File: src/hdl/alr_pkg.sv
// shared constants for the auxiliary limit and identity register bank
package alr_pkg;
    // ****************************************
    // bus shape
    // ****************************************
    localparam int ADDR_W = 12;
    localparam int DATA_W = 32;
    // ****************************************
    // register indices, byte address is four times the index
    // ****************************************
    localparam logic [7:0] IDX_AUX3_HIGH     = 8'hA0;
    localparam logic [7:0] IDX_AUX4_LOW      = 8'hA2;
    localparam logic [7:0] IDX_AUX4_HIGH     = 8'hA4;
    localparam logic [7:0] IDX_AUX5_LOW      = 8'hA6;
    localparam logic [7:0] IDX_AUX5_HIGH     = 8'hA8;
    localparam logic [7:0] IDX_AUX6_LOW      = 8'hAA;
    localparam logic [7:0] IDX_AUX6_HIGH     = 8'hAC;
    localparam logic [7:0] IDX_AUX7_LOW      = 8'hAE;
    localparam logic [7:0] IDX_AUX7_HIGH     = 8'hB0;
    localparam logic [7:0] IDX_LOT_FIRST     = 8'hBE;
    localparam logic [7:0] IDX_LOT_LAST      = 8'hC5;
    localparam logic [7:0] IDX_SERIAL_HI     = 8'hC6;
    localparam logic [7:0] IDX_SERIAL_LO     = 8'hC7;
    localparam logic [7:0] IDX_SCRATCH_FIRST = 8'hC8;
    localparam logic [7:0] IDX_SCRATCH_LAST  = 8'hCF;
    // ****************************************
    // limit field layout and reset values
    // ****************************************
    localparam int         LIMIT_MSB     = 15;
    localparam int         LIMIT_LSB     = 2;
    localparam int         LIMIT_W       = LIMIT_MSB - LIMIT_LSB + 1;
    localparam logic [1:0] LIMIT_PAD     = 2'h0;
    localparam logic [13:0] HIGH_RESET   = 14'h3FFF;
    localparam logic [13:0] LOW_RESET    = 14'h0000;
    localparam logic [7:0]  SCRATCH_RESET = 8'h00;
    localparam int         FIRST_HIGH_CH = 3;
    localparam int         FIRST_LOW_CH  = 4;
    localparam int         LAST_CH       = 7;

    // index of the high limit of a channel
    function automatic logic [7:0] high_idx(input int ch);
        return (ch == FIRST_HIGH_CH) ? IDX_AUX3_HIGH : 8'((ch - FIRST_LOW_CH) * 4 + int'(IDX_AUX4_HIGH));
    endfunction : high_idx

    // index of the low limit of a channel
    function automatic logic [7:0] low_idx(input int ch);
        return 8'((ch - FIRST_LOW_CH) * 4 + int'(IDX_AUX4_LOW));
    endfunction : low_idx

    // full comparison value from a limit field
    function automatic logic [15:0] limit_value(input logic [13:0] field);
        return {field, LIMIT_PAD};
    endfunction : limit_value
endpackage : alr_pkg

File: src/hdl/alr_byte_store.sv
// byte wide user storage with one write port and one read port
`timescale 1ns/1ps
module alr_byte_store import alr_pkg::*; #(
    parameter int DEPTH = 8
) (
    // clock and reset
    input  wire logic                     pclk,
    input  wire logic                     presetn,
    // write port
    input  wire logic                     wr_en,
    input  wire logic [$clog2(DEPTH)-1:0] wr_sel,
    input  wire logic [7:0]               wr_byte,
    // read port
    input  wire logic [$clog2(DEPTH)-1:0] rd_sel,
    output      logic [7:0]               rd_byte
);
    if (DEPTH < 2 || DEPTH > 8) begin : g_bad_depth
        $error("alr_byte_store: DEPTH must be 2 to 8");
    end

    logic [7:0] mem_q [DEPTH];
    logic [7:0] mem_d [DEPTH];

    always_comb begin
        mem_d = mem_q;
        if (wr_en) begin
            mem_d[wr_sel] = wr_byte;
        end
    end

    always_ff @(posedge pclk or negedge presetn) begin
        if (!presetn) begin
            for (int i = 0; i < DEPTH; i++) begin
                mem_q[i] <= SCRATCH_RESET;
            end
        end else begin
            mem_q <= mem_d;
        end
    end

    assign rd_byte = mem_q[rd_sel];
endmodule : alr_byte_store

File: src/hdl/alr_limit_cmp.sv
// compares one auxiliary sample against its low and high limits
`timescale 1ns/1ps
module alr_limit_cmp import alr_pkg::*; (
    // clock and reset
    input  wire logic        pclk,
    input  wire logic        presetn,
    // sample in
    input  wire logic        smp_valid,
    input  wire logic [2:0]  smp_chan,
    input  wire logic [15:0] smp_code,
    // limits of the sampled channel
    input  wire logic        low_en,
    input  wire logic        high_en,
    input  wire logic [13:0] low_field,
    input  wire logic [13:0] high_field,
    // fault out
    output      logic        fault_valid,
    output      logic [2:0]  fault_chan,
    output      logic        fault_under,
    output      logic        fault_over
);
    logic       valid_q, valid_d;
    logic [2:0] chan_q,  chan_d;
    logic       under_q, under_d;
    logic       over_q,  over_d;
    logic       under_now;
    logic       over_now;

    always_comb begin
        under_now = low_en && (smp_code < limit_value(low_field));
        over_now  = high_en && (smp_code > limit_value(high_field));
        valid_d   = smp_valid && (under_now || over_now);
        chan_d    = smp_valid ? smp_chan : chan_q;
        under_d   = smp_valid ? under_now : under_q;
        over_d    = smp_valid ? over_now : over_q;
    end

    always_ff @(posedge pclk or negedge presetn) begin
        if (!presetn) begin
            valid_q <= 1'b0;
            chan_q  <= 3'h0;
            under_q <= 1'b0;
            over_q  <= 1'b0;
        end else begin
            valid_q <= valid_d;
            chan_q  <= chan_d;
            under_q <= under_d;
            over_q  <= over_d;
        end
    end

    assign fault_valid = valid_q;
    assign fault_chan  = chan_q;
    assign fault_under = under_q;
    assign fault_over  = over_q;
endmodule : alr_limit_cmp

File: src/hdl/alr_aux_limit_regs.sv
// auxiliary limit, identity and scratch registers behind an apb slave
//
// Behaviour
// - each high limit register keeps in bits 15:2 the high limit for that auxiliary channel (3 to 7).
// - each low limit register of channels 4 to 7 keeps in bits 15:2 the low limit for that channel.
// - limit fields and samples are unsigned codes over 0 V to 5 V, so comparisons are unsigned.
// - the two lowest bits of a limit register are never stored and always read back as zero.
// - a 64-bit lot number reads over eight byte registers and cannot be written.
// - a 16-bit serial number reads over two byte registers.
// - eight scratch bytes read back exactly what was written and steer nothing.
// - the comparison value is the 14-bit field with two zero bits appended below it.
`timescale 1ns/1ps
module alr_aux_limit_regs import alr_pkg::*; #(
    parameter logic [63:0] LOT_ID    = 64'h0011223344556677, // arbitrary value
    parameter logic [15:0] SERIAL_ID = 16'h1234              // arbitrary value
) (
    // clock and reset
    input  wire logic              pclk,
    input  wire logic              presetn,
    // apb slave
    input  wire logic              psel,
    input  wire logic              penable,
    input  wire logic              pwrite,
    input  wire logic [ADDR_W-1:0] paddr,
    input  wire logic [DATA_W-1:0] pwdata,
    input  wire logic [3:0]        pstrb,
    output      logic [DATA_W-1:0] prdata,
    output      logic              pready,
    output      logic              pslverr,
    // auxiliary samples
    input  wire logic              aux_sample_valid,
    input  wire logic [2:0]        aux_sample_chan,
    input  wire logic [15:0]       aux_sample_code,
    // faults
    output      logic              fault_valid,
    output      logic [2:0]        fault_chan,
    output      logic              fault_under,
    output      logic              fault_over
);
    // ****************************************
    // state
    // ****************************************
    logic [13:0]       hi_q [FIRST_HIGH_CH:LAST_CH];
    logic [13:0]       hi_d [FIRST_HIGH_CH:LAST_CH];
    logic [13:0]       lo_q [FIRST_LOW_CH:LAST_CH];
    logic [13:0]       lo_d [FIRST_LOW_CH:LAST_CH];
    logic [DATA_W-1:0] prdata_q, prdata_d;
    logic              err_q, err_d;

    // ****************************************
    // address decode
    // ****************************************
    logic [7:0]  idx;
    logic        aligned;
    logic        setup;
    logic        wr_go;
    logic        hit;
    logic        hit_limit;
    logic        ro;
    logic        sc_hit;
    logic [7:0]  rd;
    logic [7:0]  sc_rd;
    logic [2:0]  sc_sel;
    logic [5:0]  lot_shift;
    logic [15:0] wr_merged;

    function automatic logic [15:0] merge16(input logic [15:0] old, input logic [15:0] wd,
                                            input logic [1:0] strb);
        return {strb[1] ? wd[15:8] : old[15:8], strb[0] ? wd[7:0] : old[7:0]};
    endfunction : merge16

    assign idx     = paddr[9:2];
    assign aligned = (paddr[1:0] == 2'h0) && (paddr[ADDR_W-1:10] == '0);
    assign setup   = psel && !penable;
    assign wr_go   = psel && penable && pready && pwrite && !err_q;
    assign sc_hit  = aligned && (idx >= IDX_SCRATCH_FIRST) && (idx <= IDX_SCRATCH_LAST);
    assign sc_sel  = 3'(idx - IDX_SCRATCH_FIRST);
    assign lot_shift = 6'(8 * int'(IDX_LOT_LAST - idx));

    always_comb begin
        hit       = 1'b0;
        hit_limit = 1'b0;
        ro        = 1'b0;
        rd        = 8'h00;
        prdata_d  = '0;
        for (int c = FIRST_HIGH_CH; c <= LAST_CH; c++) begin
            if (aligned && idx == high_idx(c)) begin
                hit_limit = 1'b1;
                prdata_d  = 32'(limit_value(hi_q[c]));
            end
        end
        for (int c = FIRST_LOW_CH; c <= LAST_CH; c++) begin
            if (aligned && idx == low_idx(c)) begin
                hit_limit = 1'b1;
                prdata_d  = 32'(limit_value(lo_q[c]));
            end
        end
        if (aligned && idx >= IDX_LOT_FIRST && idx <= IDX_LOT_LAST) begin
            ro = 1'b1;
            rd = 8'(LOT_ID >> lot_shift);
        end
        if (aligned && idx == IDX_SERIAL_HI) begin
            ro = 1'b1;
            rd = SERIAL_ID[15:8];
        end
        if (aligned && idx == IDX_SERIAL_LO) begin
            ro = 1'b1;
            rd = SERIAL_ID[7:0];
        end
        if (sc_hit) begin
            rd = sc_rd;
        end
        if (ro || sc_hit) begin
            prdata_d = 32'(rd);
        end
        hit = hit_limit || ro || sc_hit;
        if (!setup) begin
            prdata_d = prdata_q;
        end else if (pwrite) begin
            prdata_d = '0;
        end
        err_d = setup ? (!hit || (pwrite && ro)) : err_q;
    end

    // ****************************************
    // limit write path
    // ****************************************
    always_comb begin
        hi_d = hi_q;
        lo_d = lo_q;
        wr_merged = 16'h0000;
        for (int c = FIRST_HIGH_CH; c <= LAST_CH; c++) begin
            if (wr_go && aligned && idx == high_idx(c)) begin
                wr_merged = merge16(limit_value(hi_q[c]), pwdata[15:0], pstrb[1:0]);
                hi_d[c]   = wr_merged[LIMIT_MSB:LIMIT_LSB];
            end
        end
        for (int c = FIRST_LOW_CH; c <= LAST_CH; c++) begin
            if (wr_go && aligned && idx == low_idx(c)) begin
                wr_merged = merge16(limit_value(lo_q[c]), pwdata[15:0], pstrb[1:0]);
                lo_d[c]   = wr_merged[LIMIT_MSB:LIMIT_LSB];
            end
        end
    end

    always_ff @(posedge pclk or negedge presetn) begin
        if (!presetn) begin
            for (int c = FIRST_HIGH_CH; c <= LAST_CH; c++) begin
                hi_q[c] <= HIGH_RESET;
            end
            for (int c = FIRST_LOW_CH; c <= LAST_CH; c++) begin
                lo_q[c] <= LOW_RESET;
            end
            prdata_q <= '0;
            err_q    <= 1'b0;
        end else begin
            hi_q     <= hi_d;
            lo_q     <= lo_d;
            prdata_q <= prdata_d;
            err_q    <= err_d;
        end
    end

    assign prdata  = prdata_q;
    assign pready  = 1'b1;
    assign pslverr = psel && penable && err_q;

    // ****************************************
    // limit fields by channel
    // ****************************************
    logic [13:0]  aux3_high_limit_field;
    logic [13:0]  aux4_low_limit_field;
    logic [13:0]  aux4_high_limit_field;
    logic [13:0]  aux5_low_limit_field;
    logic [13:0]  aux5_high_limit_field;
    logic [13:0]  aux6_low_limit_field;
    logic [13:0]  aux6_high_limit_field;
    logic [13:0]  aux7_low_limit_field;
    logic [13:0]  aux7_high_limit_field;
    logic [125:0] limit_fields;

    assign aux3_high_limit_field = hi_q[3];
    assign aux4_low_limit_field  = lo_q[4];
    assign aux4_high_limit_field = hi_q[4];
    assign aux5_low_limit_field  = lo_q[5];
    assign aux5_high_limit_field = hi_q[5];
    assign aux6_low_limit_field  = lo_q[6];
    assign aux6_high_limit_field = hi_q[6];
    assign aux7_low_limit_field  = lo_q[7];
    assign aux7_high_limit_field = hi_q[7];
    assign limit_fields = {aux3_high_limit_field, aux4_low_limit_field, aux4_high_limit_field,
                           aux5_low_limit_field, aux5_high_limit_field, aux6_low_limit_field,
                           aux6_high_limit_field, aux7_low_limit_field, aux7_high_limit_field};

    // ****************************************
    // scratch bytes
    // ****************************************
    alr_byte_store #(
        .DEPTH (8)
    ) u_scratch (
        .pclk    (pclk),
        .presetn (presetn),
        .wr_en   (wr_go && sc_hit && pstrb[0]),
        .wr_sel  (sc_sel),
        .wr_byte (pwdata[7:0]),
        .rd_sel  (sc_sel),
        .rd_byte (sc_rd)
    );

    // ****************************************
    // limit comparison
    // ****************************************
    logic        low_en;
    logic        high_en;
    logic [13:0] low_sel;
    logic [13:0] high_sel;

    always_comb begin
        low_en   = 1'b0;
        high_en  = 1'b0;
        low_sel  = LOW_RESET;
        high_sel = HIGH_RESET;
        for (int c = FIRST_HIGH_CH; c <= LAST_CH; c++) begin
            if (int'(aux_sample_chan) == c) begin
                high_en  = 1'b1;
                high_sel = hi_q[c];
            end
        end
        for (int c = FIRST_LOW_CH; c <= LAST_CH; c++) begin
            if (int'(aux_sample_chan) == c) begin
                low_en  = 1'b1;
                low_sel = lo_q[c];
            end
        end
    end

    alr_limit_cmp u_cmp (
        .pclk        (pclk),
        .presetn     (presetn),
        .smp_valid   (aux_sample_valid),
        .smp_chan    (aux_sample_chan),
        .smp_code    (aux_sample_code),
        .low_en      (low_en),
        .high_en     (high_en),
        .low_field   (low_sel),
        .high_field  (high_sel),
        .fault_valid (fault_valid),
        .fault_chan  (fault_chan),
        .fault_under (fault_under),
        .fault_over  (fault_over)
    );
endmodule : alr_aux_limit_regs

File: config.mk
export PLATFORM = sky130hd
export DESIGN_NAME = alr_aux_limit_regs
export DESIGN_NICKNAME = d
export VERILOG_FILES = /design/src/hdl/alr_pkg.sv /design/src/hdl/alr_byte_store.sv /design/src/hdl/alr_limit_cmp.sv /design/src/hdl/alr_aux_limit_regs.sv
export SDC_FILE = /design/constraint.sdc
export NUM_CORES = 1
export LEC_CHECK = 0
export BUFFER_PORTS_ARGS = -buffer_cell sky130_fd_sc_hd__buf_2
export CORE_MARGIN = 4
export CORE_UTILIZATION = 33
export CTS_CLUSTER_DIAMETER = 120
export DETAILED_ROUTE_END_ITERATION = 16
export PLACE_DENSITY = 0.62
export SETUP_SLACK_MARGIN = 0.1
export SLEW_MARGIN = 40
export SYNTH_ARGS = -nofsm -noshare
export SYNTH_HDL_FRONTEND = slang
export SYNTH_SLANG_ARGS = --single-unit
File: constraint.sdc
create_clock -name pclk -period 3.11 [get_ports pclk]
set_clock_uncertainty 0.1 [all_clocks]
set_input_delay 0.7775 -clock pclk [delete_from_list [all_inputs] [get_ports pclk]]
set_output_delay 0.7775 -clock pclk [all_outputs]
set_load 0.01 [all_outputs]
-- Yosys cells after proc, flatten, opt, wreduce, memory -nomap -nowiden
Index checks and enable logic that the tools add are counted.
- $add $sub $neg: 2
- multiply operators: 0
- div/mod/pow operators: 0
- magnitude comparators: 8
- equal/unequal tests: 16
- shifts and indexed selects: 1
- multiplexer cells: 51
- bitwise logic cells: 1
- reductions and logical operators: 66
- operators with widths (cell ; number):
    32-bit 2-to-1 mux ; 9
    14-bit 2-to-1 mux ; 9
    8-bit == test (second input constant) ; 11
    64-bit bitwise mux ; 1
    8-bit 2-to-1 mux ; 7
    53-bit by 6-bit >> shifter with 8-bit output (first input constant) ; 1
    1-bit logical AND ; 38
    2-bit AND reduction ; 18
    16-bit 2-to-1 mux ; 2
    8-bit binary-select mux with 3-bit select ; 1
    8-bit demux with 3-bit select ; 1
    1-bit 2-to-1 mux ; 21
    8-bit greater-or-equal comparator (second input constant) ; 2
    16-bit > comparator ; 1
    8-bit <= comparator (second input constant) ; 2
    16-bit < comparator ; 1
    3-bit == test (second input constant) ; 3
    1-bit logical OR ; 5
    4-bit greater-or-equal comparator (second input constant) ; 1
    2-bit zero test ; 2
    4-bit by 1-bit < comparator with 1-bit output (second input constant) ; 1
    3-bit NOT with 4-bit output ; 1
    3-bit by 1-bit == test with 1-bit output (second input constant) ; 1
    3-bit by 2-bit == test with 1-bit output (second input constant) ; 1
    3 further kinds ; 5
- register bits after elaboration: 229
- latch bits: 0
- memory bits (writable): 0
- memory bits (read-only): 0
- bits of input ports: 73
- output and inout port bits: 40
- logic and storage cells: 177
- memories kept: 0

-- Depth between registers and ports, before layout
Gate-level depths: netlist of the first run.
- word-level depth: 16
- mapped depth: 14

-- Modules after synthesis
A second synthesis of the first run with hierarchy kept.
- cell total of the unflattened synthesis: 1047
- area, all modules: 12388.1 um^2
- modules (own cells, without submodules) (module ; instances ; cells an instance ; area each (um^2) ; sequential area each (um^2)):
    alr_aux_limit_regs ; 1 ; 765 ; 8480.6 ; 3666.0
    alr_byte_store ; 1 ; 172 ; 2992.9 ; 1601.5
    alr_limit_cmp ; 1 ; 110 ; 914.6 ; 150.1

-- Least setup slack after synthesis of the first run
No wires, ideal clock.
- kind: input to register
- from: input port aux_sample_chan[1]
- to: register u_cmp.under_q (netlist: u_cmp.fault_under)
- setup time: 83 ps
- arrival: 3264 ps
- path slack: -337 ps
- stages: 11
- path buffers: 3
- cell sequence: clkbuf_1 -> buf_1 -> buf_1 -> mux4_2 -> nand2_1 -> ha_1 -> and4_1 -> a21oi_1 -> a311oi_1 -> or3_1 -> o21ai_0
- cells in the longest elaborated chain, start to end: 7
- ends and longest elaborated chain (element ; line ; RTL):
    start: declaration ; alr_aux_limit_regs.sv:32 ; input wire logic [2:0] aux_sample_chan,
    3-bit == test ; alr_aux_limit_regs.sv:230 ; if (int'(aux_sample_chan) == c) begin
    14-bit 2-to-1 mux (4 in a row) ; alr_aux_limit_regs.sv:230 ;
    16-bit < comparator ; alr_limit_cmp.sv:30 ; under_now = low_en && (smp_code < limit_value(low_field));
    1-bit logical AND * ; alr_limit_cmp.sv:30 ;
    end signal: assignment ; alr_limit_cmp.sv:47 ; under_q <= under_d;
    end: declaration ; alr_limit_cmp.sv:24 ; logic under_q, under_d;
Mark *: on every way between the ends. The rest lies on a longest branch, timed or not.
A chain may end at the register's enable or synchronous reset.

-- Final worst setup path of the first run
Same ends and word-level chain as after synthesis.

==> metrics.yaml, run 1 <==
synthesis:
  synth.area.top_cells: "dfrtp_1, mux2_2, dfstp_2"
  synth-compound-area-share: 0.113
  synth_fa_ha_area_frac: 0.0329
  syn_area_um2: 11800
  synth-edff-count: 0
  yosys_most_used_dff: "dfrtp_1"
  synth_top_family_by_area: "multiplexers"
  synth_cells: 969
  ys_seq_area_frac: 0.459
  synth_simple_gate_area_frac: 0.0874
  synth_seq_cells: 213
  ys.warnings.count: 0
  async_flop_share: 1.00
  synth_cell_types: 68
  yosysTopAreaCellShare: 0.303
  synth-xor-area-share: 0
  synth_top_area_cell: "dfrtp_1"
  muxShareOfSynthArea: 0.273
  syn_area_per_cell_um2: 12.2
clock_tree:
  postCtsHoldBufs: 0
  cts-root-buf: "clkbuf_16"
  clock_latency_ps: 530
  cts_setup_buffers: 0
  cts.sinks: 213
  cts_tree: "yes"
  cts_resized: 0
  path_clk_slew_ps: 60
  htree_levels: 1
  clockBufferDepth: 3
  cts_buffers: 25
grt:
  grtUsageTotal: 0.176
  antenna_found_initial: 1
  grt_start_max_net_pins: 97
  grt_pass1_wl_um: 53900
  grt-ovfl-total: 0
  first_global_vias: 9109
cells_and_area:
  finalInstanceArea_um2: 14100
  final_cell_mix: "mux2_2, dfrtp_1, buf_4"
  nNetsFinal: 1211
  drive_above_1_share: 0.486
  area_growth_pct: 19.7
  fillers: 3355
  final_common_cell: "mux2_2"
worst_setup_path:
  cp_data_arrival_time_ps: 3060
  cp_num_buf_inv: 3
  worstPathMaxFanout: 18
  crit_chain: "buf_2 > buf_12 > buf_4 > mux4_2 > nand2_1 > ha_1 > a21oi_1 > nor2b_1 > o21ai_0 > nand4b_1 > or3_1 > o21ai_0"
  critPathMaxStageDelay_ps: 360
  path_depth: 12
  r2r_cells: 9
  criticalPathCategory: "in -> reg"
  timing.critical_path.mode_cell: "o21ai_0"
  critical_path.startpoint_type: "primary input"
  worst_path_max_delay_cell: "mux4_2"
  crit_path_end_kind: "flop"
  crit_family: "buffers and inverters"
  worstPathRequired_ps: 3460
power:
  powerDensity_nw_per_um2: 454
  p_switching_uw: 1550
  cellLeakagePower_uw: 0.00633
  p_int_uw: 4860
  vdd_drop_max_mv: 0.430
  power_frac_seq: 0.436
  p_sw_frac: 0.242
  clkPwrFrac: 0.480
  comb_power_share: 0.084
placed_design:
  dpl-instance-area_um2: 13200
  dp_slack_ps: -125
  io_buffers: 77
  dp_hpwl_um: 25000
  gp_congestion: 0.895
detailed_routing:
  vias: 8671
  antenna_left: 0
  drt-total-wl_um: 34500
  drc: 0
  viasPerCell: 5.48
  drtIter0Drc: 580
  wl_per_cell_um: 21.8
  first_pass_iters: 7
floorplanning:
  dieArea_um2: 38800
  fp-row-count: 68
  io_pins: 113
  fp.dieH_um: 197
  die_x_um: 197
  initial_core_util: 0.338
  core_area_um2: 34900
run_status:
  status: "complete, no violations"
sta:
  setup_ws_ps: 400
  max_slew.worst_pin.slew_ps: 526
  finalSetupViolCount: 0
  final_hold_viol_count: 0
  min_period_over_period: 0.871
  maxSlewHeadroom: 0.648
  drv_slew: 0
  min_period_ps: 2710
  fmax_mhz: 369
  rsz0062_at_grt: "false"
worst_hold_path:
  hold_path.class: "in -> async"
run:
  drv_cap: 0
## registers in the layout (all words and copies together), names as in the netlist, 3 cells and up
register	count
aux5_high_limit_field	14
aux6_high_limit_field	14
aux3_high_limit_field	14
u_cmp.fault_chan	3
u_scratch.mem_q	64
aux6_low_limit_field	14
aux5_low_limit_field	14
aux4_high_limit_field	14
aux7_high_limit_field	14
aux4_low_limit_field	14
aux7_low_limit_field	14
prdata	16
## worst register-to-register path, delay by kind of cell (launching register included)
kind                       cells  cell delay, ps
AOI/OAI and AO/OA              4             580
adders and majority gates      1             240
DFF                            1             420
muxes                          1             510
and+or+nand+nor                3             570
## per-stage QoR
step	cells	total power, µW	utilization	setup TNS [ps]	hold slack, ps
2_1_floorplan	984	3120	-	0	358
3_3_place_gp	1535	3380	0.380	-307	369
3_5_place_dp	1535	3380	0.380	-284	388
4_1_cts	1581	6490	0.405	0	45.1
5_1_grt	1581	6670	0.405	0	58.6
6_report	1582	6410	0.405	0	55.6
## per-layer routing
metal / routed length (µm) / vias up / global-route usage / part of all wire
li1: - / 3943 / - / -
met1: 15100 / 4408 / 0.236 / 0.44
met2: 16600 / 250 / 0.296 / 0.48
met3: 1460 / 68 / 0.0227 / 0.042
met4: 1330 / 2 / 0.0609 / 0.039
met5: 20 / - / 0 / 0.00058
## final timing paths
kind / to / slack [ps] / from
max: u_cmp.fault_under / 400 / aux_sample_chan[1]
min: aux5_low_limit_field[0] / 60 / presetn
max reg2reg: u_cmp.fault_under / 620 / aux7_low_limit_field[3]
min reg2reg: prdata[12] / 400 / prdata[12]
max in group asynchronous: aux4_low_limit_field[9] / 2040 / presetn
min in group pclk: prdata[12] / 400 / prdata[12]
## cells in the mapped netlist, types with 13 or more instances
library cell and number:
mux2_2 204, dfrtp_1 143, dfstp_2 70, nand2_1 66, a21oi_1 41, o22ai_1 35
mux4_2 34, nor2_1 34, o21ai_0 32, ha_1 31, clkbuf_1 28, a22o_1 20
buf_4 18, a22oi_1 16, mux2i_1 16, buf_2 15, nand3_1 13
## logic make-up (layout without fill, tap and decap cells)
family,count (synthesis),after routing
muxes,254,254
DFF,213,213
AOI/OAI and AO/OA,198,198
and+or+nand+nor,190,190
buffers and inverters,81,223
adders and majority gates,31,31
other,2,18
## area by class of cell
cell class / count / area (µm²) / share of cell area
Inverter: 11 / 41.3 / 0.00292
Sequential cell: 213 / 5420 / 0.384
Clock inverter: 16 / 204 / 0.0144
Clock buffer: 30 / 664 / 0.0471
Multi-Input combinational cell: 690 / 6030 / 0.427
Timing Repair Buffer: 166 / 1190 / 0.0841
Antenna cell: 1 / 2.50 / 0.000177
Tap cell: 455 / 569 / 0.0403
## power groups by stage
stage          clock network (µW)  registers, µW  logic [µW]
2_1_floorplan                   0           2850         270
3_3_place_gp                    0           2840         534
3_5_place_dp                    0           2840         541
4_1_cts                      3150           2790         545
5_1_grt                      3270           2790         600
6_report                     3080           2790         540
Note: power is estimated with default switching activity, not from simulation.
==> run 2: changes to the inputs <==
clock period = 3.3 ns   (was 3.11 ns; I/O delays follow)
==> metrics.yaml, run 2 (synthesis results as in run 1) <==
detailed_routing:
  first_pass_iters: 6
  viasPerCell: 5.53
  drtIter0Drc: 659
  antenna_left: 0
  vias: 8661
  drc: 0
  wl_per_cell_um: 21.9
  drt-total-wl_um: 34200
worst_setup_path:
  crit_path_end_kind: "flop"
  crit_family: "compound AO/OA/AOI/OAI gates"
  crit_chain: "buf_2 > inv_1 > nand2_1 > buf_4 > buf_4 > o22ai_1 > a22o_1 > ha_1 > a21oi_1 > o21ai_0 > nand3_1 > nand3_1 > o21ai_0 > o21ai_0"
  cp_num_buf_inv: 4
  r2r-start: "aux4_high_limit_field[3]"
  worstPathRequired_ps: 3600
  cp_data_arrival_time_ps: 3080
  critPathMaxStageDelay_ps: 290
  criticalPathCategory: "in -> reg"
  rr_endpoint: "u_cmp.fault_over"
  worst_path_max_delay_cell: "ha_1"
  r2r_cells: 10
  rrSetupSlack_ps: 820
  critical_path.startpoint_type: "primary input"
  worstPathMaxFanout: 5
  timing.critical_path.mode_cell: "o21ai_0"
cells_and_area:
  drive_above_1_share: 0.477
  regMostFlops: "u_scratch.mem_q"
  final_cell_mix: "mux2_2, dfrtp_1, buf_2"
  final_cells: 1566
  nNetsFinal: 1196
  largest_reg_flops: 64
  fillers: 3367
  area_growth_pct: 17.7
  final_common_cell: "mux2_2"
  regArea_um2: 5420
  multi_input_area_um2: 6030
clock_tree:
  htree_levels: 1
  clockBufferDepth: 3
  cts_tree: "yes"
  postCtsHoldBufs: 0
  cts_setup_buffers: 0
  cts_buffers: 24
  cts_resized: 0
  cts.sinks: 213
  path_clk_slew_ps: 60
  cts-root-buf: "clkbuf_16"
  clock_latency_ps: 530
placed_design:
  gp_congestion: 0.911
  io_buffers: 77
  dp_hpwl_um: 24600
  dp_cells: 1521
floorplanning:
  fp-row-count: 68
  die_x_um: 197
  io_pins: 113
  dieArea_um2: 38800
  initial_core_util: 0.338
  fp.dieH_um: 197
  core_area_um2: 34900
sta:
  drv_slew: 0
  min_period_ps: 2780
  max_slew.worst_pin.slew_ps: 819
  maxSlewHeadroom: 0.448
  fmax_mhz: 360
  setup_tns_ps: 0
  min_period_over_period: 0.841
  finalSetupViolCount: 0
  final_hold_viol_count: 0
  rsz0062_at_grt: "false"
power:
  comb_power_share: 0.087
  cellLeakagePower_uw: 0.00620
  p_sw_frac: 0.248
  vdd_drop_max_mv: 0.412
  p_switching_uw: 1410
  clkPwrFrac: 0.451
  powerDensity_nw_per_um2: 411
  power_frac_seq: 0.462
  p_int_uw: 4290
grt:
  grt_start_max_net_pins: 88
  first_global_vias: 8914
  antenna_found_initial: 1
  grtUsageTotal: 0.174
  grt_pass1_wl_um: 53200
  grt-ovfl-total: 0
worst_hold_path:
  hold_path.class: "in -> async"
run:
  drv_cap: 0
run_status:
  status: "complete, no violations"
[run 2: cell count changes in the layout (fill, tap and decap cells not counted)]
| cell | previous run | this run |
|---|---|---|
| bufinv_16 | 4 | 0 |
| clkinv_2 | 7 | 5 |
| clkinv_4 | 1 | 2 |
| inv_6 | 1 | 0 |
| clkbuf_1 | 3 | 5 |
| buf_12 | 10 | 7 |
| buf_4 | 79 | 68 |
| inv_16 | 1 | 0 |
| clkbuf_8 | 3 | 5 |
| clkinv_8 | 0 | 1 |
[run 2: power groups by stage]
stage / clock network (µW) / logic (µW) / registers (µW)
final: 2570 / 496 / 2630
after global routing: 2750 / 549 / 2630
after CTS: 2640 / 501 / 2630
after detailed placement: 0 / 498 / 2680
after global placement: 0 / 490 / 2680
after floorplan: 0 / 253 / 2680
[run 2: layout make-up]
cell class / instances / share of cell area
Inverter: 11 / 0.00298
Multi-Input combinational cell: 690 / 0.435
Timing Repair Buffer: 152 / 0.0753
Clock inverter: 10 / 0.00505
Antenna cell: 1 / 0.000180
Clock buffer: 34 / 0.0504
Tap cell: 455 / 0.0410
Sequential cell: 213 / 0.390
[run 2: how the worst max path moves through the flow]
stage | startpoint | endpoint | slack (ps) | depth (start not counted)
after floorplan | aux_sample_chan[0] | u_cmp.fault_over | 150 | 11
after global placement | aux_sample_chan[2] | u_cmp.fault_over | 30 | 14
after detailed placement | aux_sample_chan[2] | u_cmp.fault_over | 20 | 14
after CTS | aux_sample_chan[2] | u_cmp.fault_over | 560 | 14
after global routing | aux_sample_chan[2] | u_cmp.fault_over | 300 | 14
final | aux_sample_chan[2] | u_cmp.fault_over | 520 | 14
[run 2: layer usage]
layer / part of all wire / GRT usage / up-vias
met5: 0 / 0 / -
met4: 0.029 / 0.0526 / 0
met3: 0.051 / 0.0235 / 61
met2: 0.50 / 0.292 / 282
met1: 0.42 / 0.236 / 4411
li1: - / - / 3907
[run 2: through the flow]
| step | setup WS, ps | total power, µW | hold WS, ps | area, µm² | util |
|---|---|---|---|---|---|
| floorplan | 153 | 2930 | 358 | 11900 | - |
| global placement | 30.3 | 3170 | 368 | 13100 | 0.376 |
| detailed placement | 19.0 | 3180 | 387 | 13100 | 0.376 |
| CTS | 564 | 5770 | 201 | 13900 | 0.398 |
| global route | 302 | 5930 | 232 | 13900 | 0.398 |
| finish | 524 | 5700 | 205 | 13900 | 0.398 |
